### config.mk
export PLATFORM = sky130hd
export DESIGN_NAME = bsp_port
export DESIGN_NICKNAME = d
export VERILOG_FILES = /design/src/verilog/bsp_pkg.sv /design/src/verilog/bsp_fifo.sv /design/src/verilog/bsp_port.sv
export SDC_FILE = /design/constraint.sdc
export NUM_CORES = 1
export LEC_CHECK = 0
export ABC_AREA = 1
export CORE_ASPECT_RATIO = 0.9
export CORE_MARGIN = 3
export CORE_UTILIZATION = 40
export DETAILED_ROUTE_END_ITERATION = 10
export DONT_BUFFER_PORTS = 1
export GPL_TIMING_DRIVEN = 0
export PLACE_DENSITY_LB_ADDON = 0.3
export SLEW_MARGIN = 20
export SYNTH_ARGS = -nofsm -noshare
export SYNTH_HDL_FRONTEND = slang
export SYNTH_SLANG_ARGS = --single-unit
### constraint.sdc
create_clock -name mclk -period 2.95 [get_ports mclk]
set_input_delay 0.59 -clock mclk [delete_from_list [all_inputs] [get_ports mclk]]
set_output_delay 0.59 -clock mclk [all_outputs]
set_load 0.1 [all_outputs]
### src/verilog/bsp_pkg.sv
// Shared constants, carrier structs and state codes of the buffered serial port.
package bsp_pkg;

   // -------------------------------------------------------------------------
   // Sizes and timing
   // -------------------------------------------------------------------------
   localparam int         WORD_W         = 8;
   localparam int         FIFO_DEPTH     = 16;
   localparam int         MCLK_HZ        = 10_000_000;
   localparam int         SYNC_STAGES    = 2;
   localparam logic [7:0] FG_PERIOD_LAST = 8'h0f;

   // -------------------------------------------------------------------------
   // Field codes and reset values
   // -------------------------------------------------------------------------
   localparam logic [1:0] CLKSTOP_NODELAY = 2'h2;
   localparam logic [1:0] CLKSTOP_DELAY   = 2'h3;
   localparam logic [1:0] DATA_DELAY_NONE = 2'h0;
   localparam logic [3:0] CTRL_RESET      = 4'h0;

   // -------------------------------------------------------------------------
   // Carriers
   // -------------------------------------------------------------------------
   typedef struct packed {
      logic frame_gen_reset_n;
      logic rate_gen_reset_n;
      logic transmitter_reset_n;
      logic receiver_reset_n;
   } bsp_ctrl_s;

   typedef struct packed {
      logic [1:0] clock_stop_select;
      logic [7:0] rate_divider;
      logic [1:0] tx_data_delay;
      logic [1:0] rx_data_delay;
      logic       tx_sync_source_select;
      logic       tx_sync_polarity;
      logic       rx_sync_polarity;
      logic       tx_clk_internal;
      logic       tx_fs_internal;
      logic       rx_clk_internal;
      logic       rx_fs_internal;
   } bsp_cfg_s;

   typedef struct packed {
      logic rx_overrun_flag;
      logic rx_word_ready;
      logic rx_sync_error;
      logic tx_shift_empty_n;
      logic tx_word_ready;
      logic tx_sync_error;
   } bsp_status_s;

   typedef struct packed {
      logic rx_rate;
      logic rx_frame;
      logic tx_rate;
      logic tx_frame;
   } bsp_usage_s;

   typedef enum logic [2:0] {
      ST_IDLE  = 3'b001,
      ST_SHIFT = 3'b010,
      ST_DONE  = 3'b100
   } bsp_spi_e;

endpackage

### src/verilog/bsp_fifo.sv
// Receive word FIFO with registered read data.
module bsp_fifo #(
   parameter int WIDTH = bsp_pkg::WORD_W,
   parameter int DEPTH = bsp_pkg::FIFO_DEPTH
) (
   // Clock and reset
   input  wire logic             clk,
   input  wire logic             reset_n,
   input  wire logic             flush,
   // Fill side
   input  wire logic             in_valid,
   output logic                  in_ready,
   input  wire logic [WIDTH-1:0] in_data,
   // Drain side
   output logic                  out_valid,
   input  wire logic             out_ready,
   output logic [WIDTH-1:0]      out_data
);

   localparam int AW = $clog2(DEPTH);
   localparam logic [AW:0] CNT_FULL = (AW+1)'(DEPTH);

   if (DEPTH < 2 || (DEPTH & (DEPTH - 1)) != 0) begin : g_bad_depth
      $error("bsp_fifo: DEPTH must be a power of two");
   end

   typedef struct packed {
      logic [DEPTH-1:0][WIDTH-1:0] mem;
      logic [AW-1:0]               wp;
      logic [AW-1:0]               rp;
      logic [AW:0]                 cnt;
      logic                        ov;
      logic [WIDTH-1:0]            dout;
   } bsp_fifo_s;

   bsp_fifo_s st_r;
   bsp_fifo_s st_nxt;
   logic      push;
   logic      load;

   // The output register counts as one extra slot, so capacity is DEPTH+1.
   assign in_ready  = (st_r.cnt != CNT_FULL);
   assign out_valid = st_r.ov;
   assign out_data  = st_r.dout;

   always_comb begin
      st_nxt = st_r;
      push   = in_valid && in_ready;
      load   = (st_r.cnt != '0) && (!st_r.ov || out_ready);
      if (load) begin
         st_nxt.dout = st_r.mem[st_r.rp];
         st_nxt.rp   = st_r.rp + 1'b1;
      end
      st_nxt.ov = load || (st_r.ov && !out_ready);
      if (push) begin
         st_nxt.mem[st_r.wp] = in_data;
         st_nxt.wp           = st_r.wp + 1'b1;
      end
      st_nxt.cnt = st_r.cnt + {{AW{1'b0}}, push} - {{AW{1'b0}}, load};
      if (flush) begin
         st_nxt.wp  = '0;
         st_nxt.rp  = '0;
         st_nxt.cnt = '0;
         st_nxt.ov  = 1'b0;
      end
   end

   always_ff @(posedge clk) begin
      if (!reset_n) begin
         st_r <= '0;
      end else begin
         st_r <= st_nxt;
      end
   end

endmodule // bsp_fifo

### src/verilog/bsp_port.sv
// Buffered serial port core: resets, shared generators, pin drive and SPI-slave engine.
// Summary of operation
// SPI slave: transmit bit clock pin also clocks the receiver internally.
// SPI slave: transmit frame-sync pin acts as receive frame sync internally.
// SPI slave logic runs only with the rate generator running, ideally at half rate.
// Master must give a fresh slave-enable active edge for every transfer.
// SPI slave needs both data delays at zero; other values are undefined.
// Device reset returns the engine to idle and clears counters and status flags; section resets idle the engine only when both are in reset.
// After device reset all four section reset bits read zero.
// Transmitter, receiver and rate generator each have an independent reset bit.
// During device reset clock and frame pins are inputs, serial out floats.
// Section reset stops activity; output frame sync sits at its polarity level.
// Output bit clocks keep running from the rate generator during section reset.
// Serial out is high impedance while the transmitter is in reset.
// Rate generator reset drives generator clock and generated frame sync low.
// Software resets the rate generator only while no section uses it.
// Generated frame sync stays inactive for a section that is in reset.
// Emulator soft reset restores all port control values to defaults.
// Receiver generator use follows its clock and frame-sync sources.
// Internal transmit frame sync comes from frame generator or each holding copy.
// External clock with internal frame sync works only with per-copy frame sync.
// Transmitter uses rate generator only with internal clock, frame generator only when it sources internal frame sync.
// Clock-stop select 2h or 3h chooses SPI mode without or with clock delay.
// Divider value one makes the generator clock half the input clock.
// Master clock and slave enable pass two generator-clocked flops before edge use.
module bsp_port #(
   parameter int WORD_W     = bsp_pkg::WORD_W,
   parameter int FIFO_DEPTH = bsp_pkg::FIFO_DEPTH
) (
   // Clock and reset
   input  wire logic                mclk,
   input  wire logic                reset_n,
   // Software control and status
   input  wire logic                ctrl_wr,
   input  wire bsp_pkg::bsp_ctrl_s  ctrl_wdata,
   input  wire logic                emu_soft_reset,
   input  wire bsp_pkg::bsp_cfg_s   cfg,
   output bsp_pkg::bsp_ctrl_s       ctrl_rd,
   output bsp_pkg::bsp_status_s     status,
   output bsp_pkg::bsp_usage_s      gen_usage,
   output logic                     cfg_error,
   // Transmit word input
   input  wire logic                tx_wvalid,
   input  wire logic [WORD_W-1:0]   tx_wdata,
   // Receive word output
   output logic                     rx_rvalid,
   input  wire logic                rx_rready,
   output logic [WORD_W-1:0]        rx_rdata,
   // Transmit clock and frame pins
   input  wire logic                tx_bit_clock_pin_i,
   output logic                     tx_bit_clock_pin_o,
   output logic                     tx_bit_clock_pin_oe_n,
   input  wire logic                tx_frame_sync_pin_i,
   output logic                     tx_frame_sync_pin_o,
   output logic                     tx_frame_sync_pin_oe_n,
   // Receive clock and frame pins
   input  wire logic                rx_bit_clock_i,
   output logic                     rx_bit_clock_o,
   output logic                     rx_bit_clock_oe_n,
   input  wire logic                rx_frame_sync_i,
   output logic                     rx_frame_sync_o,
   output logic                     rx_frame_sync_oe_n,
   // Data and clock source pins
   input  wire logic                ext_clock_source_pin,
   input  wire logic                serial_in_pin,
   output logic                     serial_out_pin_o,
   output logic                     serial_out_pin_oe_n
);

   localparam int              BW       = (WORD_W > 2) ? $clog2(WORD_W) : 1;
   localparam logic [BW-1:0]   BIT_LAST = BW'(WORD_W - 1);

   if (WORD_W < 2 || WORD_W > 32) begin : g_bad_width
      $error("bsp_port: WORD_W must be 2 to 32");
   end

   // -------------------------------------------------------------------------
   // State
   // -------------------------------------------------------------------------
   typedef struct packed {
      bsp_pkg::bsp_ctrl_s  ctrl;
      logic [7:0]          div_cnt;
      logic                rate_gen_clock;
      logic [7:0]          fg_cnt;
      logic                rate_gen_frame_sync;
      logic [bsp_pkg::SYNC_STAGES:0] sclk_sy;
      logic [bsp_pkg::SYNC_STAGES:0] ss_sy;
      bsp_pkg::bsp_spi_e   state;
      logic                smp;
      logic [BW-1:0]       bit_cnt;
      logic [WORD_W-1:0]   rx_sh;
      logic [WORD_W-1:0]   tx_sh;
      logic [WORD_W-1:0]   tx_hold;
      logic                hold_full;
      logic                sh_full;
      logic                copy_fs;
      logic                push;
      logic                txrdy;
      logic                rx_ovr;
      logic                rx_serr;
      logic                tx_serr;
      logic                txck_o;
      logic                txck_oe_n;
      logic                txfs_o;
      logic                txfs_oe_n;
      logic                rxck_o;
      logic                rxck_oe_n;
      logic                rxfs_o;
      logic                rxfs_oe_n;
      logic                dx_o;
      logic                dx_oe_n;
      bsp_pkg::bsp_usage_s use_g;
      logic                cfg_err;
   } bsp_state_s;

   // Pins come out of reset as inputs and the data pin floats.
   localparam bsp_state_s ST_RST = '{state: bsp_pkg::ST_IDLE, txck_oe_n: 1'b1, txfs_oe_n: 1'b1,
                                     rxck_oe_n: 1'b1, rxfs_oe_n: 1'b1, dx_oe_n: 1'b1, default: '0};

   bsp_state_s st_r;
   bsp_state_s st_nxt;
   logic       rg_run;
   logic       tx_en;
   logic       rx_en;
   logic       spi;
   logic       spi_ok;
   logic       sel_fg;
   logic       tick;
   logic       sck_rise;
   logic       sck_fall;
   logic       act;
   logic       start;
   logic       drv;
   logic       smp_ev;
   logic       fs_act;
   logic       fifo_in_rdy;

   // -------------------------------------------------------------------------
   // Next-state logic
   // -------------------------------------------------------------------------
   always_comb begin
      st_nxt   = st_r;
      rg_run   = st_r.ctrl.rate_gen_reset_n;
      tx_en    = st_r.ctrl.transmitter_reset_n;
      rx_en    = st_r.ctrl.receiver_reset_n;
      spi      = cfg.clock_stop_select[1] && !cfg.tx_clk_internal && !cfg.tx_fs_internal;
      spi_ok   = (cfg.tx_data_delay == bsp_pkg::DATA_DELAY_NONE)
              && (cfg.rx_data_delay == bsp_pkg::DATA_DELAY_NONE);
      sel_fg   = cfg.tx_sync_source_select && cfg.tx_clk_internal;
      tick     = rg_run && (st_r.div_cnt == cfg.rate_divider);
      sck_rise = st_r.sclk_sy[1] && !st_r.sclk_sy[2];
      sck_fall = !st_r.sclk_sy[1] && st_r.sclk_sy[2];
      act      = st_r.ss_sy[1] ^ cfg.tx_sync_polarity;
      start    = tick && act && !(st_r.ss_sy[2] ^ cfg.tx_sync_polarity);
      drv      = tick && (spi ? (cfg.clock_stop_select[0] ? sck_rise : sck_fall)
                              : (cfg.tx_clk_internal || sck_fall));
      smp_ev   = tick && spi && (cfg.clock_stop_select[0] ? sck_fall : sck_rise);
      st_nxt.push = 1'b0;

      // Software writes; the emulator reset restores the default value.
      if (ctrl_wr) begin
         st_nxt.ctrl = ctrl_wdata;
      end
      if (emu_soft_reset) begin
         st_nxt.ctrl = bsp_pkg::CTRL_RESET;
      end

      // Rate and frame generators.
      if (!rg_run) begin
         st_nxt.div_cnt = '0;
         st_nxt.rate_gen_clock    = 1'b0;
         st_nxt.fg_cnt  = '0;
         st_nxt.rate_gen_frame_sync     = 1'b0;
      end else begin
         st_nxt.div_cnt = tick ? 8'h00 : st_r.div_cnt + 8'h01;
         st_nxt.rate_gen_clock    = (st_nxt.div_cnt <= (cfg.rate_divider >> 1));
         if (!st_r.ctrl.frame_gen_reset_n) begin
            st_nxt.fg_cnt = '0;
            st_nxt.rate_gen_frame_sync    = 1'b0;
         end else if (tick) begin
            st_nxt.rate_gen_frame_sync    = (st_r.fg_cnt == 8'h00);
            st_nxt.fg_cnt = (st_r.fg_cnt == bsp_pkg::FG_PERIOD_LAST) ? 8'h00 : st_r.fg_cnt + 8'h01;
         end
      end

      // The external clock and enable are asynchronous, so they are resampled on generator ticks.
      if (tick) begin
         st_nxt.sclk_sy = {st_r.sclk_sy[1:0], tx_bit_clock_pin_i};
         st_nxt.ss_sy   = {st_r.ss_sy[1:0], tx_frame_sync_pin_i};
      end

      // Holding register accepts a word whenever it advertises ready.
      if (tx_wvalid && st_r.txrdy) begin
         st_nxt.tx_hold   = tx_wdata;
         st_nxt.hold_full = 1'b1;
      end

      case (st_r.state)
         bsp_pkg::ST_IDLE: begin
            if (spi && spi_ok && start && (rx_en || tx_en)) begin
               if (tx_en) begin
                  st_nxt.tx_sh     = st_r.hold_full ? st_r.tx_hold : st_r.tx_sh;
                  st_nxt.sh_full   = st_r.hold_full;
                  st_nxt.hold_full = 1'b0;
               end
               st_nxt.state   = bsp_pkg::ST_SHIFT;
               st_nxt.bit_cnt = '0;
               st_nxt.smp     = 1'b0;
            end else if (!spi && tx_en && cfg.tx_fs_internal && !sel_fg && st_r.hold_full && tick) begin
               st_nxt.tx_sh     = st_r.tx_hold;
               st_nxt.sh_full   = 1'b1;
               st_nxt.hold_full = 1'b0;
               st_nxt.copy_fs   = 1'b1;
               st_nxt.state     = bsp_pkg::ST_SHIFT;
               st_nxt.bit_cnt   = '0;
            end
         end
         bsp_pkg::ST_SHIFT: begin
            if (tick) begin
               st_nxt.copy_fs = 1'b0;
            end
            if (spi && (!act || !spi_ok)) begin
               // Enable dropped inside a word: the word is abandoned and flagged.
               st_nxt.rx_serr = st_r.rx_serr || (rx_en && act == 1'b0);
               st_nxt.tx_serr = st_r.tx_serr || (tx_en && act == 1'b0);
               st_nxt.state   = bsp_pkg::ST_IDLE;
            end else if (smp_ev) begin
               st_nxt.rx_sh = {st_r.rx_sh[WORD_W-2:0], serial_in_pin};
               st_nxt.smp   = 1'b1;
               if (st_r.bit_cnt == BIT_LAST) begin
                  st_nxt.push    = rx_en;
                  st_nxt.sh_full = 1'b0;
                  st_nxt.state   = bsp_pkg::ST_DONE;
               end else begin
                  st_nxt.bit_cnt = st_r.bit_cnt + 1'b1;
               end
            end else if (drv && (st_r.smp || !spi)) begin
               // Shifting waits for a sample first, which serves both clock-delay settings.
               st_nxt.smp = 1'b0;
               if (!spi && st_r.bit_cnt == BIT_LAST) begin
                  st_nxt.sh_full = 1'b0;
                  st_nxt.state   = bsp_pkg::ST_IDLE;
               end else begin
                  st_nxt.tx_sh = {st_r.tx_sh[WORD_W-2:0], 1'b0};
                  if (!spi) begin
                     st_nxt.bit_cnt = st_r.bit_cnt + 1'b1;
                  end
               end
            end
         end
         bsp_pkg::ST_DONE: begin
            if (!spi || !act) begin
               st_nxt.state = bsp_pkg::ST_IDLE;
            end
         end
         default: begin
            st_nxt.state = bsp_pkg::ST_IDLE;
         end
      endcase

      // A full FIFO drops the word and raises the overrun flag.
      if (st_r.push && !fifo_in_rdy) begin
         st_nxt.rx_ovr = 1'b1;
      end

      // Section resets clear their own flags only and leave the other section running.
      if (!tx_en) begin
         st_nxt.hold_full = 1'b0;
         st_nxt.sh_full   = 1'b0;
         st_nxt.copy_fs   = 1'b0;
         st_nxt.tx_serr   = 1'b0;
      end
      if (!rx_en) begin
         st_nxt.rx_ovr  = 1'b0;
         st_nxt.rx_serr = 1'b0;
         st_nxt.push    = 1'b0;
      end
      if (!tx_en && !rx_en) begin
         st_nxt.state   = bsp_pkg::ST_IDLE;
         st_nxt.bit_cnt = '0;
      end
      st_nxt.txrdy = st_nxt.ctrl.transmitter_reset_n && !st_nxt.hold_full;

      // Pin drive.
      fs_act           = tx_en && (sel_fg ? st_nxt.rate_gen_frame_sync : st_nxt.copy_fs);
      st_nxt.txck_oe_n = !cfg.tx_clk_internal;
      st_nxt.txck_o    = st_nxt.rate_gen_clock;
      st_nxt.rxck_oe_n = spi || !cfg.rx_clk_internal;
      st_nxt.rxck_o    = st_nxt.rate_gen_clock;
      st_nxt.txfs_oe_n = !cfg.tx_fs_internal;
      st_nxt.txfs_o    = cfg.tx_sync_polarity ^ fs_act;
      st_nxt.rxfs_oe_n = spi || !cfg.rx_fs_internal;
      st_nxt.rxfs_o    = cfg.rx_sync_polarity ^ (rx_en && st_nxt.rate_gen_frame_sync);
      st_nxt.dx_oe_n   = !(tx_en && (!spi || act));
      st_nxt.dx_o      = st_nxt.tx_sh[WORD_W-1];

      // Generator usage and configuration check.
      st_nxt.use_g.rx_rate  = !spi && (cfg.rx_clk_internal || cfg.rx_fs_internal);
      st_nxt.use_g.rx_frame = !spi && cfg.rx_fs_internal;
      st_nxt.use_g.tx_rate  = cfg.tx_clk_internal;
      st_nxt.use_g.tx_frame = sel_fg && cfg.tx_fs_internal;
      st_nxt.cfg_err = (spi && !spi_ok) || (!cfg.tx_clk_internal && cfg.tx_fs_internal
                                            && cfg.tx_sync_source_select);
   end

   always_ff @(posedge mclk) begin
      if (!reset_n) begin
         st_r <= ST_RST;
      end else begin
         st_r <= st_nxt;
      end
   end

   // -------------------------------------------------------------------------
   // Receive FIFO
   // -------------------------------------------------------------------------
   bsp_fifo #(
      .WIDTH (WORD_W),
      .DEPTH (FIFO_DEPTH)
   ) u_rx_fifo (
      .clk       (mclk),
      .reset_n   (reset_n),
      .flush     (!st_r.ctrl.receiver_reset_n),
      .in_valid  (st_r.push),
      .in_ready  (fifo_in_rdy),
      .in_data   (st_r.rx_sh),
      .out_valid (rx_rvalid),
      .out_ready (rx_rready),
      .out_data  (rx_rdata)
   );

   // -------------------------------------------------------------------------
   // Outputs
   // -------------------------------------------------------------------------
   assign ctrl_rd                 = st_r.ctrl;
   assign status.rx_overrun_flag  = st_r.rx_ovr;
   assign status.rx_word_ready    = rx_rvalid;
   assign status.rx_sync_error    = st_r.rx_serr;
   assign status.tx_shift_empty_n = st_r.sh_full;
   assign status.tx_word_ready    = st_r.txrdy;
   assign status.tx_sync_error    = st_r.tx_serr;
   assign gen_usage               = st_r.use_g;
   assign cfg_error               = st_r.cfg_err;
   assign tx_bit_clock_pin_o      = st_r.txck_o;
   assign tx_bit_clock_pin_oe_n   = st_r.txck_oe_n;
   assign tx_frame_sync_pin_o     = st_r.txfs_o;
   assign tx_frame_sync_pin_oe_n  = st_r.txfs_oe_n;
   assign rx_bit_clock_o          = st_r.rxck_o;
   assign rx_bit_clock_oe_n       = st_r.rxck_oe_n;
   assign rx_frame_sync_o         = st_r.rxfs_o;
   assign rx_frame_sync_oe_n      = st_r.rxfs_oe_n;
   assign serial_out_pin_o        = st_r.dx_o;
   assign serial_out_pin_oe_n     = st_r.dx_oe_n;
endmodule // bsp_port

======== Word level (Yosys, flattened, before mapping) ========
Index checks and enable logic that the tools add are counted.
word-level totals
  register bits ........................... 229
  input port bits ......................... 45
  output and inout port bits .............. 34
  logic and storage cells ................. 253
cells by class
  add/sub/neg operators ................... 7
  order comparisons ....................... 4
  eq/ne operators ......................... 25
  mux-type cells .......................... 56
  bitwise logic cells ..................... 10
  reductions and logical operators ........ 93
operators by type and width
  kind                                                 count
  bitwise mux 128 bit                                  1
  two-way mux 8 bit                                    12
  logical AND 1 bit                                    42
  two-way mux 3 bit                                    13
  binary-select mux 8 bit (select 4 bit)               1
  demux 8 bit (select 4 bit)                           1
  inequality test 3 bit (second input constant)        9
  two-way mux 20 bit                                   1
  logical NOT 1 bit                                    18
  two-way mux 1 bit                                    18
  adder 8 x 1 -> 8 bit (second input constant)         2
  one-hot mux 8 bit (2 select lines)                   1
  logical OR 1 bit                                     14
  two-way mux 7 bit                                    2
  inequality test 2 bit (second input constant)        6
  inequality test 4 bit (second input constant)        3
  < comparator 4 x 5 -> 1 bit (second input constant)  2
  one-hot mux 3 bit (3 select lines)                   1
  adder 4 x 1 -> 4 bit (second input constant)         2
  == test 8 x 4 -> 1 bit (second input constant)       1
  == test 8 bit                                        1
  <= comparator 8 x 7 -> 1 bit                         1
  logical NOT 8 bit                                    1
  one-hot mux 4 bit (2 select lines)                   1
  other kinds (24)                                     41

======== Logic depth before layout (Yosys ltp) ========
  depth in word-level cells ............... 16
  mapped depth ............................ 19
  gate-level depth less buffers ........... 17

======== By module ========
A second synthesis with hierarchy kept.
second synthesis, totals
  cells, all modules ...................... 1618
  area total of the unflattened synthesis .. 11498.5 µm²
by module, submodules not included
  module    times used  cells an instance  area each (µm²)  sequential area each (µm²)
  bsp_fifo  1           1025               7340.8           3002.9
  bsp_port  1           593                4157.7           1581.5

======== Worst setup path after synthesis ========
OpenSTA, ideal clock, no wires.
  kind .................................... register -> register
  start point ............................. register u_rx_fifo.st_r, in the netlist u_rx_fifo.out_valid
  end point ............................... register u_rx_fifo.st_r[13] in the netlist's numbering
  arrival ................................. 2766 ps
  required time ........................... 2837 ps
  path slack .............................. 72 ps
  stages on the path, launching flop included .. 14
  buffers on the path ..................... 1
  period minus slack after synthesis ...... 2878 ps
  cell sequence ........................... dfxtp_1 -> nand2_1 -> nand2_1 -> inv_1 -> clkbuf_1 -> ha_1 -> inv_1 -> ha_1 -> inv_1 -> fa_1 -> o21ai_0 -> a21oi_1 -> nor2_1 -> nor2_1
between the ends
  cells in the longest elaborated chain, start to end .. 4
ends and longest elaborated chain
  item                       RTL line        RTL
  start: declaration         bsp_fifo.sv:36  bsp_fifo_s st_r;
  start signal: assignment   bsp_fifo.sv:72  st_r <= st_nxt;
  logical NOT 1 bit          bsp_fifo.sv:49  load = (st_r.cnt != '0) && (!st_r.ov || out_ready);
  logical OR 1 bit           bsp_fifo.sv:49
  logical AND 1 bit          bsp_fifo.sv:49
  via u_rx_fifo.load         bsp_fifo.sv:39  logic load;
  subtractor 5 x 1 -> 5 bit  bsp_fifo.sv:59  st_nxt.cnt = st_r.cnt + {{AW{1'b0}}, push} - {{AW{1'b0}}, load};
The timed path passes the listed nets, and every way through them passes these cells.
A chain may end at the register's enable or synchronous reset.

======== Worst setup path in the final report ========
  start point ............................. register u_rx_fifo.st_r[11] in the netlist's numbering
  end point ............................... register u_rx_fifo.st_r[13] in the netlist's numbering
RTL lines
  item                       RTL line
  nonzero test 5 bit         bsp_fifo.sv:49
  logical AND 1 bit          bsp_fifo.sv:49
  via u_rx_fifo.load         bsp_fifo.sv:39
  subtractor 5 x 1 -> 5 bit  bsp_fifo.sv:59
The timed path passes the listed nets, and every way through them passes these cells.

==> results.md <==
* Starting Density at 40.78%
* Number of antenna violations at the first check in global routing at 0
* Crit. Startpoint: u_rx_fifo.st_r[11]$_SDFF_PN0_
* Share of cells above drive strength 1 at 7.059%
* Synth cell types at 41
* Share of the synthesized area in the top cell type at 43.01%
* Yosys reg bits at ~230
* Floorplan row count at 56
* MaxCap Viol Count at 0
* CTS sink cnt at 229
* Die area at 28640 sq um
* Clock Root Buffer: clkbuf_16
* Slew margin rel. at 33.05%
* DR vias at 9985
* Ant diodes at 0
* Synth area leaders: dfxtp_1, o21ai_0, a21oi_1
* Post-Synth Simple-Gate Area at around 16%
* Total clock buffers created by CTS at 26
* Worst skew pair latency at 0.53 ns
* List of most frequent post-synthesis cells: o21ai_0, a21oi_1, dfxtp_1
* DRT Wirelength at 31260 microns
* Final HPWL from detailed placement at 22840 microns
* Syn_area_per_cell at 7.182 sq um
* Routability Congestion at 0.9690
* H-Tree Depth at 1
* Maximum vdd drop at 0.4496 mV
* Worst Setup Start Kind: flip-flop
* RSZ-0062 raised after global routing: no
* Total Nets Final at ~1600
* Hold Violations, Final at 0
* Critical-path maximum fanout at 10
* XOR/XNOR Fraction of Synth Area at less than 1%
* Drt wl/cell at 16.64 microns
* Endpoints failing setup at 0
* Yosys warning count at 0
* ANT nets after route at 0
* Status: completed
* Most frequent cell after synthesis: o21ai_0
* Number of synthesized flops with an enable pin at 0
* Worst EP required at 3.43 ns
* Port bufs at 0
* Via density at roughly 5.3
* Clock Pin Slew Worst Setup and Hold Paths at 0.06 ns
* Core Area at 26140 sq um
* Slew @ Worst Pin at 1.003 ns
* Sequential-to-total area share from yosys stat at a little over two fifths
* Post-Syn Instances at 1484
* # IOs at 79
* Max Slew Vio Count at 0
* Area leader, netlist: dfxtp_1
* Post-synth ARST share at 0%
* CTS tree: yes
* Post-Syn Nets at 1553
* Mux cell area share after synthesis at 0%
* Synth Flop Type: dfxtp_1
* Leakage Power at 4.495 nW
* Die Span Y at 160.9 microns
* Arr. time, crit path at 3.17 ns
* Area fraction in compound gates after synthesis at 24.13%
* Global-route wire length before repair at 49690 microns
* GRT Util Overall at 21.49%
* Fin Hold WS at roughly 0.16 ns
* Pin count of the biggest net entering global routing at 20
* Hold path start: cfg[2]
* TritonRoute pass-1 iters at 5
* R2r startpoint: u_rx_fifo.st_r[11]$_SDFF_PN0_
* Die width at 178.1 microns
* Number of global-route vias before repair at 9317
* Hold_buf cts at 0
* Pwr per Cell Area at roughly 570 nW/um^2
* Area growth from synthesis to layout at 12.73%
* Post-synthesis adder-cell area fraction at 2.888%
* CP Capture Type: flip-flop
* Worst Clk Skew at roughly 0.014 ns
* Total grt overflow at 0
* Main combinational cell family by area after synthesis: compound AO/OA/AOI/OAI gates
* DRT iter0 DRCs at 945
* Period utilization at 91.20%
* Clk buf depth at 3
* Fin crit period at 2.690 ns
* Total Power at 6.804 mW
* Mapped Area at roughly 11000 sq um
* Critical path class: reg -> reg
* Hold Path Class: in -> reg
* Max Fclk at 371.7 MHz
* Drt drc at 0
## final cells by class
cell class	count	area, sq um
Buffer	101	498.0
Multi-Input combinational cell	913	4679
Clock buffer	32	713.2
Tap cell	348	435.4
Sequential cell	229	4586
Inverter	239	897.1
Fill cell	2651	14120
Clock inverter	16	205.2
## routing by layer
layer	part of all wire, %	wire length [microns]	global-route usage, %
met4	2.8	868	5.710
met5	0	0	0
met2	43	13310	32.26
met1	46	14380	31.15
met3	8.6	2699	4.728
## state kept, by name (all words and copies together) (netlist names), 4 cells and up
name,flops
u_rx_fifo.st_r,141
st_r,57
u_rx_fifo.out_data,8
status,5
gen_usage,4
## metrics by stage
stage / area, sq um / setup WS (ns) / cells / utilization [%] / TNS (ns)
2_1_floorplan: 10660 / 0.07155 / 1484 / - / 0
3_3_place_gp: 11090 / -0.2957 / 1832 / 42.45 / -0.6330
3_5_place_dp: 11090 / -0.3257 / 1832 / 42.45 / -0.7268
4_1_cts: 12010 / 0.07955 / 1879 / 45.95 / 0
5_1_grt: 12010 / 0.02112 / 1878 / 45.97 / 0
6_report: 12010 / 0.2596 / 1878 / 45.97 / 0
## path summary, 6_finish.rpt
kind	endpoint	slack, ns	cells after the start
max	u_rx_fifo.st_r[13]$_SDFF_PN0_	0.26	18
min	tx_frame_sync_pin_oe_n$_SDFF_PN1_	0.16	1
max reg2reg	u_rx_fifo.st_r[13]$_SDFF_PN0_	0.26	18
min reg2reg	u_rx_fifo.st_r[147]$_SDFFE_PN0P_	0.44	2
## kinds of logic after synthesis
logic type	Yosys count
buf+inv	342
fa+ha+maj	24
compound gates	500
flops	229
simple gates	381
xor+xnor	8
## critical path, stage by stage, from the launching register on
cell	delay [ns]
dfxtp_1	0.31
inv_1	0.08
ha_1	0.17
nand3_1	0.09
nor2_2	0.14
inv_1	0.05
nand2_1	0.10
inv_1	0.09
buf_4	0.19
ha_1	0.29
inv_1	0.05
ha_1	0.16
inv_1	0.06
fa_1	0.42
o21ai_2	0.14
a21oi_1	0.09
nand2_1	0.06
nand2_1	0.04
nor2_1	0.09
## cells in the final DEF (no fill, tap or decap), types with 6 or more instances in the layout
master / synthesis / final
clkinv_2: 0 / 6
clkbuf_1: 58 / 59
nand2_1: 113 / 113
dfxtp_1: 229 / 228
xor2_1: 6 / 6
inv_1: 228 / 228
nor3_1: 30 / 30
o21ai_0: 243 / 242
nand3_1: 86 / 86
a22o_1: 6 / 6
nor2_1: 106 / 105
ha_1: 23 / 23
buf_4: 24 / 25
buf_2: 15 / 14
clkinv_1: 6 / 6
nand4_1: 27 / 27
clkbuf_16: 0 / 26
o211ai_1: 9 / 9
a21oi_1: 231 / 231
## power by group
part / switching (mW) / internal (mW) / total [mW]
registers: 0.0523 / 3.11 / 3.16
clock network: 1.33 / 2.07 / 3.41
logic: 0.177 / 0.0604 / 0.238
total: 1.56 / 5.24 / 6.80
## timing repair
item                       4_1_cts  5_1_grt
pin swaps                        0        1
resized for setup                2        6
setup endpoints to repair        4        2
setup buffers                    0        0
(Power assumes the default switching activity.)
